`config.mk`:
```
export PLATFORM = sky130hd
export DESIGN_NAME = ddct_timer
export DESIGN_NICKNAME = d
export VERILOG_FILES = /design/src/ddct_pkg.sv /design/src/ddct_timer.sv
export VERILOG_INCLUDE_DIRS = /design/src
export SDC_FILE = /design/constraint.sdc
export NUM_CORES = 1
export LEC_CHECK = 0
export BUFFER_PORTS_ARGS = -buffer_cell sky130_fd_sc_hd__buf_2
export CAP_MARGIN = 15
export CORE_UTILIZATION = 40
export CTS_CLUSTER_DIAMETER = 50
export DETAILED_ROUTE_END_ITERATION = 10
export GPL_ROUTABILITY_DRIVEN = 0
export HOLD_SLACK_MARGIN = 0.1
export SLEW_MARGIN = 40
export SYNTH_ARGS = -nofsm -noshare
export SYNTH_HDL_FRONTEND = slang
export SYNTH_SLANG_ARGS = --single-unit
```
`constraint.sdc`:
```
create_clock -name sys_clk_i -period 3.3 [get_ports sys_clk_i]
set_input_delay 0.495 -clock sys_clk_i [delete_from_list [all_inputs] [get_ports sys_clk_i]]
set_output_delay 0.495 -clock sys_clk_i [all_outputs]
set_load 0.05 [all_outputs]
```
`src/ddct_params.svh`:
```
// constants for the dual down counter timer
`ifndef DDCT_PARAMS_SVH
`define DDCT_PARAMS_SVH
// register offsets within one counter bank (byte addresses)
`define DDCT_OFF_RELOAD 8'h00
`define DDCT_OFF_COUNT 8'h04
`define DDCT_OFF_CTRL 8'h08
`define DDCT_OFF_CLEAR 8'h0c
`define DDCT_OFF_RAW 8'h10
`define DDCT_OFF_MASKED 8'h14
`define DDCT_OFF_DEFER 8'h18
// bank stride: counter 1 sits at this offset
`define DDCT_BANK_STRIDE 8'h20
// control field positions
`define DDCT_CTL_ENABLE 7
`define DDCT_CTL_PERIODIC 6
`define DDCT_CTL_UNMASK 5
`define DDCT_CTL_DIV_HI 3
`define DDCT_CTL_DIV_LO 2
`define DDCT_CTL_WIDTH 1
`define DDCT_CTL_SINGLE 0
// reset values
`define DDCT_RST_COUNT 32'hffffffff
`define DDCT_RST_RELOAD 32'h00000000
`define DDCT_RST_CTRL 8'h20
// prescale codes and terminal counts
`define DDCT_DIV_1 2'h0
`define DDCT_DIV_16 2'h1
`define DDCT_DIV_256 2'h2
`define DDCT_PRE_16_LAST 8'h0f
`define DDCT_PRE_256_LAST 8'hff
`define DDCT_HALF_ONES 16'hffff
`endif

```
`src/ddct_pkg.sv`:
```
// types for the dual down counter timer
package ddct_pkg;
  typedef struct packed {
    logic count_enable;
    logic periodic_select;
    logic irq_unmask;
    logic [1:0] tick_divider_sel;
    logic width_select;
    logic single_run_select;
  } ddct_ctrl_s;
  typedef struct packed {
    logic [7:0] addr;
    logic [31:0] wdata;
    logic wr;
    logic rd;
  } ddct_req_s;
  typedef enum logic [1:0] {
    DDCT_FREE,
    DDCT_PERIODIC,
    DDCT_SINGLE
  } ddct_mode_e;
endpackage

```
`src/ddct_timer.sv`:
```
// dual down counter timer with plain register port
//
// Implementation choices: the placing of the registers and the plain strobed port.
`timescale 1ns/1ns
`include "ddct_params.svh"
module ddct_timer #(
  parameter int NUM_CNT = 2,
  parameter int CNT_W = 32
) (
  input wire logic sys_clk_i, // common tick source clock
  input wire logic nrst_i, // async reset, active low
  input wire ddct_pkg::ddct_req_s req_i, // addr, wdata, wr, rd
  output logic [31:0] rdata_o, // read data, cycle after rd
  output logic [NUM_CNT-1:0] irq_o // masked interrupt per counter
);
  import ddct_pkg::*;

  // reset control word is kept in register layout; unpack it by field
  // so that the struct order never has to match the bit positions
  localparam logic [7:0] CTL_RST_RAW = `DDCT_RST_CTRL;
  localparam ddct_ctrl_s CTL_RST = '{
    count_enable: CTL_RST_RAW[`DDCT_CTL_ENABLE],
    periodic_select: CTL_RST_RAW[`DDCT_CTL_PERIODIC],
    irq_unmask: CTL_RST_RAW[`DDCT_CTL_UNMASK],
    tick_divider_sel: CTL_RST_RAW[`DDCT_CTL_DIV_HI:`DDCT_CTL_DIV_LO],
    width_select: CTL_RST_RAW[`DDCT_CTL_WIDTH],
    single_run_select: CTL_RST_RAW[`DDCT_CTL_SINGLE]
  };

  // ************************************************************
  // address decode
  // ************************************************************
  logic [NUM_CNT-1:0] bank_hit;
  logic [7:0] local_addr;
  assign local_addr = req_i.addr & (`DDCT_BANK_STRIDE - 8'h01);

  logic [NUM_CNT-1:0] irq_raw;
  logic [NUM_CNT-1:0][31:0] cnt_rd;
  logic [NUM_CNT-1:0][31:0] rel_rd;
  ddct_ctrl_s [NUM_CNT-1:0] ctl_rd;

  // ************************************************************
  // counter channels
  // ************************************************************
  genvar g;
  generate
    for (g = 0; g < NUM_CNT; g++) begin : g_cnt
      ddct_ctrl_s ctl_q, ctl_d;
      logic [CNT_W-1:0] cnt_q, cnt_d;
      logic [CNT_W-1:0] rel_q, rel_d;
      logic [7:0] pre_q, pre_d;
      logic pend_q, pend_d;
      logic halt_q, halt_d;
      logic raw_q, raw_d;
      logic wr_hit, tick, zero_now;
      ddct_mode_e mode;

      assign bank_hit[g] = (req_i.addr[7:5] == 3'(g));
      assign wr_hit = req_i.wr && bank_hit[g];

      always_comb begin
        if (ctl_q.single_run_select) begin
          mode = DDCT_SINGLE;
        end else if (ctl_q.periodic_select) begin
          mode = DDCT_PERIODIC;
        end else begin
          mode = DDCT_FREE;
        end
      end

      // divide by 1, 16 or 256; code 3 behaves as divide by 1
      always_comb begin
        pre_d = pre_q;
        tick = 1'b0;
        if (ctl_q.count_enable) begin
          unique case (ctl_q.tick_divider_sel)
            `DDCT_DIV_16: tick = (pre_q >= `DDCT_PRE_16_LAST);
            `DDCT_DIV_256: tick = (pre_q == `DDCT_PRE_256_LAST);
            default: tick = 1'b1;
          endcase
          pre_d = tick ? 8'h00 : pre_q + 8'h01;
        end
      end

      // zero test on the low half only in 16-bit mode
      assign zero_now = ctl_q.width_select ? (cnt_q == '0) :
                        (cnt_q[15:0] == 16'h0000);

      always_comb begin
        ctl_d = ctl_q;
        cnt_d = cnt_q;
        rel_d = rel_q;
        pend_d = pend_q;
        halt_d = halt_q;
        raw_d = raw_q;
        if (tick && pend_q) begin
          cnt_d = rel_q;
          pend_d = 1'b0;
          halt_d = 1'b0;
        end else if (tick && !halt_q) begin // hold when off
          if (zero_now) begin
            raw_d = 1'b1;
            unique case (mode)
              DDCT_FREE: begin
                if (ctl_q.width_select) begin
                  cnt_d = '1;
                end else begin
                  cnt_d[15:0] = `DDCT_HALF_ONES;
                end
              end
              DDCT_PERIODIC: begin
                if (ctl_q.width_select) begin
                  cnt_d = rel_q;
                end else begin
                  cnt_d[15:0] = rel_q[15:0];
                end
              end
              DDCT_SINGLE: halt_d = 1'b1;
            endcase
          end else if (ctl_q.width_select) begin
            cnt_d = cnt_q - 1'b1;
          end else begin
            cnt_d[15:0] = cnt_q[15:0] - 16'h0001;
          end
        end
        if (wr_hit) begin
          unique case (local_addr)
            `DDCT_OFF_RELOAD: begin
              rel_d = req_i.wdata[CNT_W-1:0];
              pend_d = 1'b1;
            end
            `DDCT_OFF_DEFER: rel_d = req_i.wdata[CNT_W-1:0];
            `DDCT_OFF_CTRL: begin
              ctl_d.count_enable = req_i.wdata[`DDCT_CTL_ENABLE];
              ctl_d.periodic_select = req_i.wdata[`DDCT_CTL_PERIODIC];
              ctl_d.irq_unmask = req_i.wdata[`DDCT_CTL_UNMASK];
              ctl_d.tick_divider_sel =
                req_i.wdata[`DDCT_CTL_DIV_HI:`DDCT_CTL_DIV_LO];
              ctl_d.width_select = req_i.wdata[`DDCT_CTL_WIDTH];
              ctl_d.single_run_select = req_i.wdata[`DDCT_CTL_SINGLE];
            end
            // set wins: a zero reached in the same cycle stays flagged
            `DDCT_OFF_CLEAR: raw_d = tick && !halt_q && !pend_q &&
                                     zero_now;
            default: ;
          endcase
        end
      end

      always_ff @(posedge sys_clk_i or negedge nrst_i) begin
        if (!nrst_i) begin
          ctl_q <= CTL_RST;
          cnt_q <= CNT_W'(`DDCT_RST_COUNT);
          rel_q <= CNT_W'(`DDCT_RST_RELOAD);
          pre_q <= 8'h00;
          pend_q <= 1'b0;
          halt_q <= 1'b0;
          raw_q <= 1'b0;
        end else begin
          ctl_q <= ctl_d;
          cnt_q <= cnt_d;
          rel_q <= rel_d;
          pre_q <= pre_d;
          pend_q <= pend_d;
          halt_q <= halt_d;
          raw_q <= raw_d;
        end
      end

      assign irq_raw[g] = raw_q;
      assign irq_o[g] = raw_q & ctl_q.irq_unmask;
      assign cnt_rd[g] = 32'(cnt_q);
      assign rel_rd[g] = 32'(rel_q);
      assign ctl_rd[g] = ctl_q;
    end
  endgenerate

  // ************************************************************
  // read path
  // ************************************************************
  logic [31:0] rdata_q, rdata_d;
  ddct_ctrl_s c;

  always_comb begin
    rdata_d = 32'h00000000;
    c = '0;
    for (int i = 0; i < NUM_CNT; i++) begin
      if (req_i.rd && bank_hit[i]) begin
        c = ctl_rd[i];
        unique case (local_addr)
          `DDCT_OFF_RELOAD, `DDCT_OFF_DEFER:
            rdata_d = rel_rd[i];
          `DDCT_OFF_COUNT: rdata_d = cnt_rd[i];
          `DDCT_OFF_CTRL: begin
            rdata_d[`DDCT_CTL_ENABLE] = c.count_enable;
            rdata_d[`DDCT_CTL_PERIODIC] = c.periodic_select;
            rdata_d[`DDCT_CTL_UNMASK] = c.irq_unmask;
            rdata_d[`DDCT_CTL_DIV_HI:`DDCT_CTL_DIV_LO] =
              c.tick_divider_sel;
            rdata_d[`DDCT_CTL_WIDTH] = c.width_select;
            rdata_d[`DDCT_CTL_SINGLE] = c.single_run_select;
          end
          `DDCT_OFF_RAW: rdata_d[0] = irq_raw[i];
          `DDCT_OFF_MASKED: rdata_d[0] = irq_raw[i] & c.irq_unmask;
          default: rdata_d = 32'h00000000;
        endcase
      end
    end
  end

  always_ff @(posedge sys_clk_i or negedge nrst_i) begin
    if (!nrst_i) begin
      rdata_q <= 32'h00000000;
    end else begin
      rdata_q <= rdata_d;
    end
  end

  assign rdata_o = rdata_q;
endmodule

```
Word level (Yosys, flattened, before mapping)
Cells that the tools add are included.
{ "totals": {"elab_cells": 171, "register_bits": 196, "inputBits": 44} }
{ "op_classes": {"eq_ne": 23, "bitwise": 2, "magnitude_cmp": 2, "add_sub_neg": 6, "reduce_logical": 45, "muxes": 66} }
{ "op_table": {"columns": ["cell", "n"], "rows": [
  ["32-bit two-way mux", 8],
  ["16-bit two-way mux", 8],
  ["32-bit one-hot mux with 2 select lines", 2],
  ["24-bit one-hot mux with 3 select lines", 1],
  ["32-bit logical NOT", 2],
  ["32-bit by 1-bit subtractor with 32-bit output (second input constant)", 2],
  ["24-bit one-hot mux with 2 select lines", 1],
  ["16-bit logical NOT", 2],
  ["1-bit two-way mux", 32],
  ["16-bit by 1-bit subtractor with 16-bit output (second input constant)", 2],
  ["3-bit one-hot mux with 4 select lines", 2],
  ["3-bit one-hot mux with 3 select lines", 2],
  ["8-bit by 1-bit adder with 8-bit output (second input constant)", 2],
  ["8-bit equality test (second input constant)", 2],
  ["8-bit by 4-bit greater-or-equal comparator with 1-bit output (second input constant)", 2],
  ["8-bit two-way mux", 2],
  ["5-bit equality test (second input constant)", 3],
  ["1-bit logical AND", 12],
  ["3-bit != test (second input constant)", 4],
  ["2-bit AND reduction", 6],
  ["2-bit nonzero test", 6],
  ["5-bit by 4-bit equality test with 1-bit output (second input constant)", 2],
  ["1-bit one-hot mux with 5 select lines", 2],
  ["5-bit AND reduction", 2],
  ["17 further kinds", 35]
]} }

Longest topological paths before layout
{ "logic_depth": {"word_depth": 9, "mapped_depth": 11, "mapped_depth_nobuf": 8} }

Worst setup path after synthesis
OpenSTA, ideal clock, no wires.
{ "synth_timing": {"path_type": "register to register", "startpoint": "register g_cnt[0].pre_q[0]", "endpoint": "register g_cnt[0].cnt_q[26]", "stages_incl_launch_ff": 10, "arrival_time_ns": 2.353, "setup_slack_ns": 0.852, "synth_period_minus_slack_ns": 2.448, "setup_ns": 0.094, "t_required_ns": 3.206, "path_buffers": 2, "path_cell_list": "dfrtp_1 -> ha_1 -> and3_1 -> clkbuf_1 -> a211oi_1 -> a21boi_0 -> a21oi_1 -> buf_2 -> a21oi_1 -> a2bb2oi_1"} }
{ "synth_via": {"elab_chain_cells": 7, "word_cells_on_any_way": 14} }
{ "synth_lines": {"columns": ["item", "line", "text"], "rows": [
  ["from (decl)", "ddct_timer.sv:51", "logic [7:0] pre_q, pre_d;"],
  ["from (signal assigned)", "ddct_timer.sv:163", "pre_q <= pre_d;"],
  ["8-bit by 4-bit greater-or-equal comparator with 1-bit output (no line) or 8-bit equality test (tied branches)", null, null],
  ["1-bit one-hot mux with 2 select lines *", "ddct_timer.sv:76", "unique case (ctl_q.tick_divider_sel)"],
  ["1-bit two-way mux * (2 in a row)", "ddct_timer.sv:75", "if (ctl_q.count_enable) begin"],
  ["1-bit logical AND (on tied branches)", "ddct_timer.sv:96, ddct_timer.sv:100", null],
  ["4-bit by 1-bit != test with 1-bit output (no line), or another cell as far along", null, null],
  ["5-bit AND reduction (no line)", null, null],
  ["to (signal assigned)", "ddct_timer.sv:153", "cnt_q <= CNT_W'(`DDCT_RST_COUNT);"],
  ["to (signal assigned)", "ddct_timer.sv:161", "cnt_q <= cnt_d;"],
  ["to (decl)", "ddct_timer.sv:49", "logic [CNT_W-1:0] cnt_q, cnt_d;"]
]} }
Every way passes the cells marked *; elsewhere a longest branch is shown, timed or not. The select of a mux whose other input is x is not followed.
A chain may end at the register's enable or synchronous reset.

Final worst setup path
{ "layout_timing": {"startpoint": "register g_cnt[1].cnt_q[10]", "endpoint": "register g_cnt[1].cnt_q[22]"} }
{ "layout_via": {"elab_chain_cells": 5, "word_cells_on_any_way": 11} }
{ "layout_lines": {"columns": ["item", "line", "text"], "rows": [
  ["from (decl)", "ddct_timer.sv:49", null],
  ["from (signal assigned)", "ddct_timer.sv:153", null],
  ["from (signal assigned)", "ddct_timer.sv:161", null],
  ["32-bit by 1-bit subtractor with 32-bit output, or another cell as far along", "ddct_timer.sv:121", "cnt_d = cnt_q - 1'b1;"],
  ["16-bit two-way mux or 1-bit two-way mux (tied branches)", "ddct_timer.sv:120, ddct_timer.sv:86", null],
  ["32-bit two-way mux", "ddct_timer.sv:101", "if (zero_now) begin"],
  ["32-bit two-way mux", "ddct_timer.sv:100", "end else if (tick && !halt_q) begin"],
  ["32-bit two-way mux", "ddct_timer.sv:96", "if (tick && pend_q) begin"]
]} }
Parallel ways exist; a longest one is shown, timed or not. The select of a mux whose other input is x is not followed.

==> impl_results.md <==
* Status: finished, final reports clean
* Fin crit period at 2685 ps
* Die width at 163.6 um
* Finished Core Util at 47.09%
* Setup TNS at 0 ps
* Placed inst area at 0.01133 mm^2
* Clock power frac at 29.8%
* Vias in the first global route at 8576
* Die height at 163.6 um
* H-tree depth at 4
* Share of layout cells above drive strength 1 at 28.75%
* TritonCTS clock tree: yes
* Worst-Skew Late Latency at 450 ps
* Net Switching at 2.491 mW
* Peak supply drop at 0.3867 mV
* # diodes at 0
* Crit path max-delay family: simple AND/OR/NAND/NOR gates
* Slowest CP cell: nor4_1
* Max_slew headroom at 47.47%
* Switching share of power at 34.75%
* Core area at 0.02540 mm^2
* Syn Inst Count at 1030
* Cells along the critical path: nor3_1, nand4_1, nor4_1, nand4_1, o32ai_1, a2bb2oi_1
* DRC at 0
* Detail Route Antenna Nets at 0
* Net count after synthesis at 1084
* Worst Path Buf+Inv at 0
* P_leak at 4.927 nW
* Die Area at 0.02678 mm^2
* Final hold violations at 0
* RSZ-0062 raised after global routing: false
* Crit path capture type: flip-flop
* Most used cell, CP: nand4_1
* Layout area overhead at 14.44%
* Final HPWL DP at 21.93 mm
* CTS root buf: clkbuf_16
* Avg WL per Cell at 21.78 um
* # rows at 58
* Clk slew on worst S/H paths at 80 ps
* Setup violators final at 0
* Avg Cell Area, Syn at 10.15 um^2
* Number of clock sinks at 196
* Setup crit start kind: flip-flop
* Syn. warnings at 0
* Clk buf depth at 2
* Max Cap Violations at 0
* Drt total wl at 31.44 mm
* Synth unique cells at 74
* Initial antenna violation count at 0
* Power Density at 599.3 mW/mm^2
* Logic gate share of total power at 22.3%
* Global-route wire length before repair at 49.99 mm
* Starting Density at 41.15%
* Power Total at 7.168 mW
* Data arrival, critical path at 3030 ps
* Worst-Margin Slew at 787.9 ps
* Worst EP required at 3650 ps
* Aggregate global-route resource usage at 24.42%
* Via count at 8986
* Seq/Total Area, Yosys at 47.72%
* Max FO, Critical Path at 6
* DR iter-0 viols at 821
* Nets at 1154
* Seq pwr share at 47.8%
* HP Class: in2reg
* Critical path class: reg2reg
* Setup Skew at 11.21 ps
* Crit share post-route at 81.37%
* Ys flop type: dfrtp_1
* P_int at 4.677 mW
* Post-CTS Setup Bufs at 0
* Final instance area at 0.01196 mm^2
* Mapped Area at 0.01045 mm^2
* Asr flop ratio synth at 100.0%
* TritonCTS Buffers at 17
* Largest net degree at the start of global routing at 97
* Io pins at 78
* Post-synth EDFFs at 0
* Max-slew violations at 0
* Max stage delay on crit path at 740 ps
* Gr ovfl total at 0
* Yosys reg bits at 196
* Pre-antenna DRT Iters at 6
* Via-to-Cell Ratio at 6.227
* PortBufs at 77
* Max frequency at 0.3724 GHz
[layer usage]
layer / vias to the layer above / GRT usage (%) / share of wire (%)
met5: - / 0 / 0
met4: 0 / 7.449 / 2.5
met3: 38 / 3.504 / 5.5
met2: 324 / 37.40 / 45
met1: 4516 / 35.50 / 47
li1: 4108 / - / -
[cell usage after synthesis (3+ instances only)]
cell       number  area [um^2]
mux2_2         80        900.9
and3_1         14        87.58
xor2_1          3        26.28
nand3_1        42        210.2
nand2_1        64        240.2
a2bb2oi_1      33        289.0
o221ai_1        3        26.28
nor4_1         15        93.84
clkbuf_1       46        172.7
o31ai_1         5        37.54
nand3b_1        3        22.52
a211oi_1        4        30.03
o41ai_1         3        26.28
buf_1           6        22.52
nor2_1         43        161.4
a22oi_1        66        495.5
and4_1          4        35.03
o2bb2ai_1       7        61.31
dfstp_2        66         1734
dfrtp_1       130         3253
o21a_1          3        22.52
nor3b_1         3        22.52
a222oi_1       12        120.1
nand2b_1        8        50.05
buf_2          11        55.05
o32ai_1        16        140.1
o31a_1          4        35.03
o22ai_1        63        394.1
a31oi_1         3        18.77
ha_1           10        125.1
or4_1           8        60.06
inv_1          52        195.2
o21ai_1         6        30.03
a221oi_1        4        35.03
a21oi_1        40        200.2
or3_1           7        43.79
a211oi_2        3        37.54
nor3_1         35        175.2
and2_1          3        18.77
o21ai_0        48        240.2
nand4_1         9        56.30
[cells in the final DEF, fill, tap and decap left out, types with 5 or more instances in the layout]
| master | n |
|---|---|
| or4_1 | 8 |
| inv_6 | 5 |
| dfstp_2 | 66 |
| and3_1 | 14 |
| a21oi_1 | 40 |
| buf_4 | 35 |
| nor3_1 | 34 |
| nor2_1 | 43 |
| nor4_1 | 14 |
| o31ai_1 | 5 |
| mux2_2 | 80 |
| nand3_1 | 42 |
| or3_1 | 7 |
| inv_1 | 52 |
| o2bb2ai_1 | 7 |
| nand4_1 | 9 |
| clkbuf_16 | 17 |
| ha_1 | 10 |
| a222oi_1 | 12 |
| a2bb2oi_1 | 33 |
| o32ai_1 | 16 |
| o21ai_0 | 48 |
| dfrtp_1 | 130 |
| nand2b_1 | 8 |
| nand2_1 | 64 |
| o22ai_1 | 63 |
| a22oi_1 | 66 |
| buf_2 | 76 |
[worst paths after layout]
check	from	end	slack, ps	cells after the start
max	g_cnt[1].cnt_q[10]$_DFFE_PN1P_	g_cnt[1].cnt_q[22]$_DFFE_PN1P_	610	6
min reg2reg	g_cnt[1].cnt_q[31]$_DFFE_PN1P_	g_cnt[1].cnt_q[31]$_DFFE_PN1P_	500	2
max in group asynchronous	nrst_i	g_cnt[1].cnt_q[6]$_DFFE_PN1P_	1810	4
max reg2reg	g_cnt[1].cnt_q[10]$_DFFE_PN1P_	g_cnt[1].cnt_q[22]$_DFFE_PN1P_	610	6
min in group asynchronous	nrst_i	g_cnt[0].rel_q[18]$_DFFE_PN0P_	480	2
min	req_i[19]	g_cnt[1].rel_q[17]$_DFFE_PN0P_	320	2
[stage by stage]
step | setup WS, ps | hold WS (ps) | instances
finish | 614.7 | 323.9 | 1443
floorplan | 852.4 | 199.4 | 1030
CTS | 686.4 | 168.6 | 1441
global route | 347.0 | 312.2 | 1443
detailed placement | 707.2 | 483.2 | 1409
global placement | 746.6 | 478.1 | 1409
[flip-flops by register name (all words and copies together) (netlist names)]
signal        count
ctl_rd           14
g_cnt.cnt_q      64
g_cnt.halt_q      2
g_cnt.pend_q      2
g_cnt.pre_q      16
g_cnt.raw_q       2
g_cnt.rel_q      64
rdata_o          32
[power by group through the flow]
stage	Sequential (mW)	Combinational [mW]	Clock (mW)
CTS	3.41	1.58	2.16
detailed placement	3.45	1.57	0
global placement	3.44	1.54	0
global route	3.49	1.77	2.28
finish	3.43	1.60	2.14
floorplan	3.24	1.19	0
[timing repair]
action                                  4_1_cts  5_1_grt
hold buffers                                  0        1
endpoints found under the setup margin        0        0
gates resized for setup                       0        0
hold endpoints to repair                      0       16
[cell type report]
cell class	count	area (um^2)
Fill cell	2422	13440
Multi-Input combinational cell	715	5014
Clock buffer	18	429.2
Tap cell	330	412.9
Inverter	53	198.9
Clock inverter	14	162.7
Timing Repair Buffer	117	755.7
Sequential cell	196	4987
[cells by family after synthesis]
family	share of synthesized area, %
muxes	8.620
AOI/OAI and AO/OA	23.32
xor gates and xnor gates	0.4191
and+or+nand+nor	14.17
adders and majority gates	1.197
buffers and inverters	4.549
DFF	47.72
No activity file was read; power rests on OpenSTA's default activity.
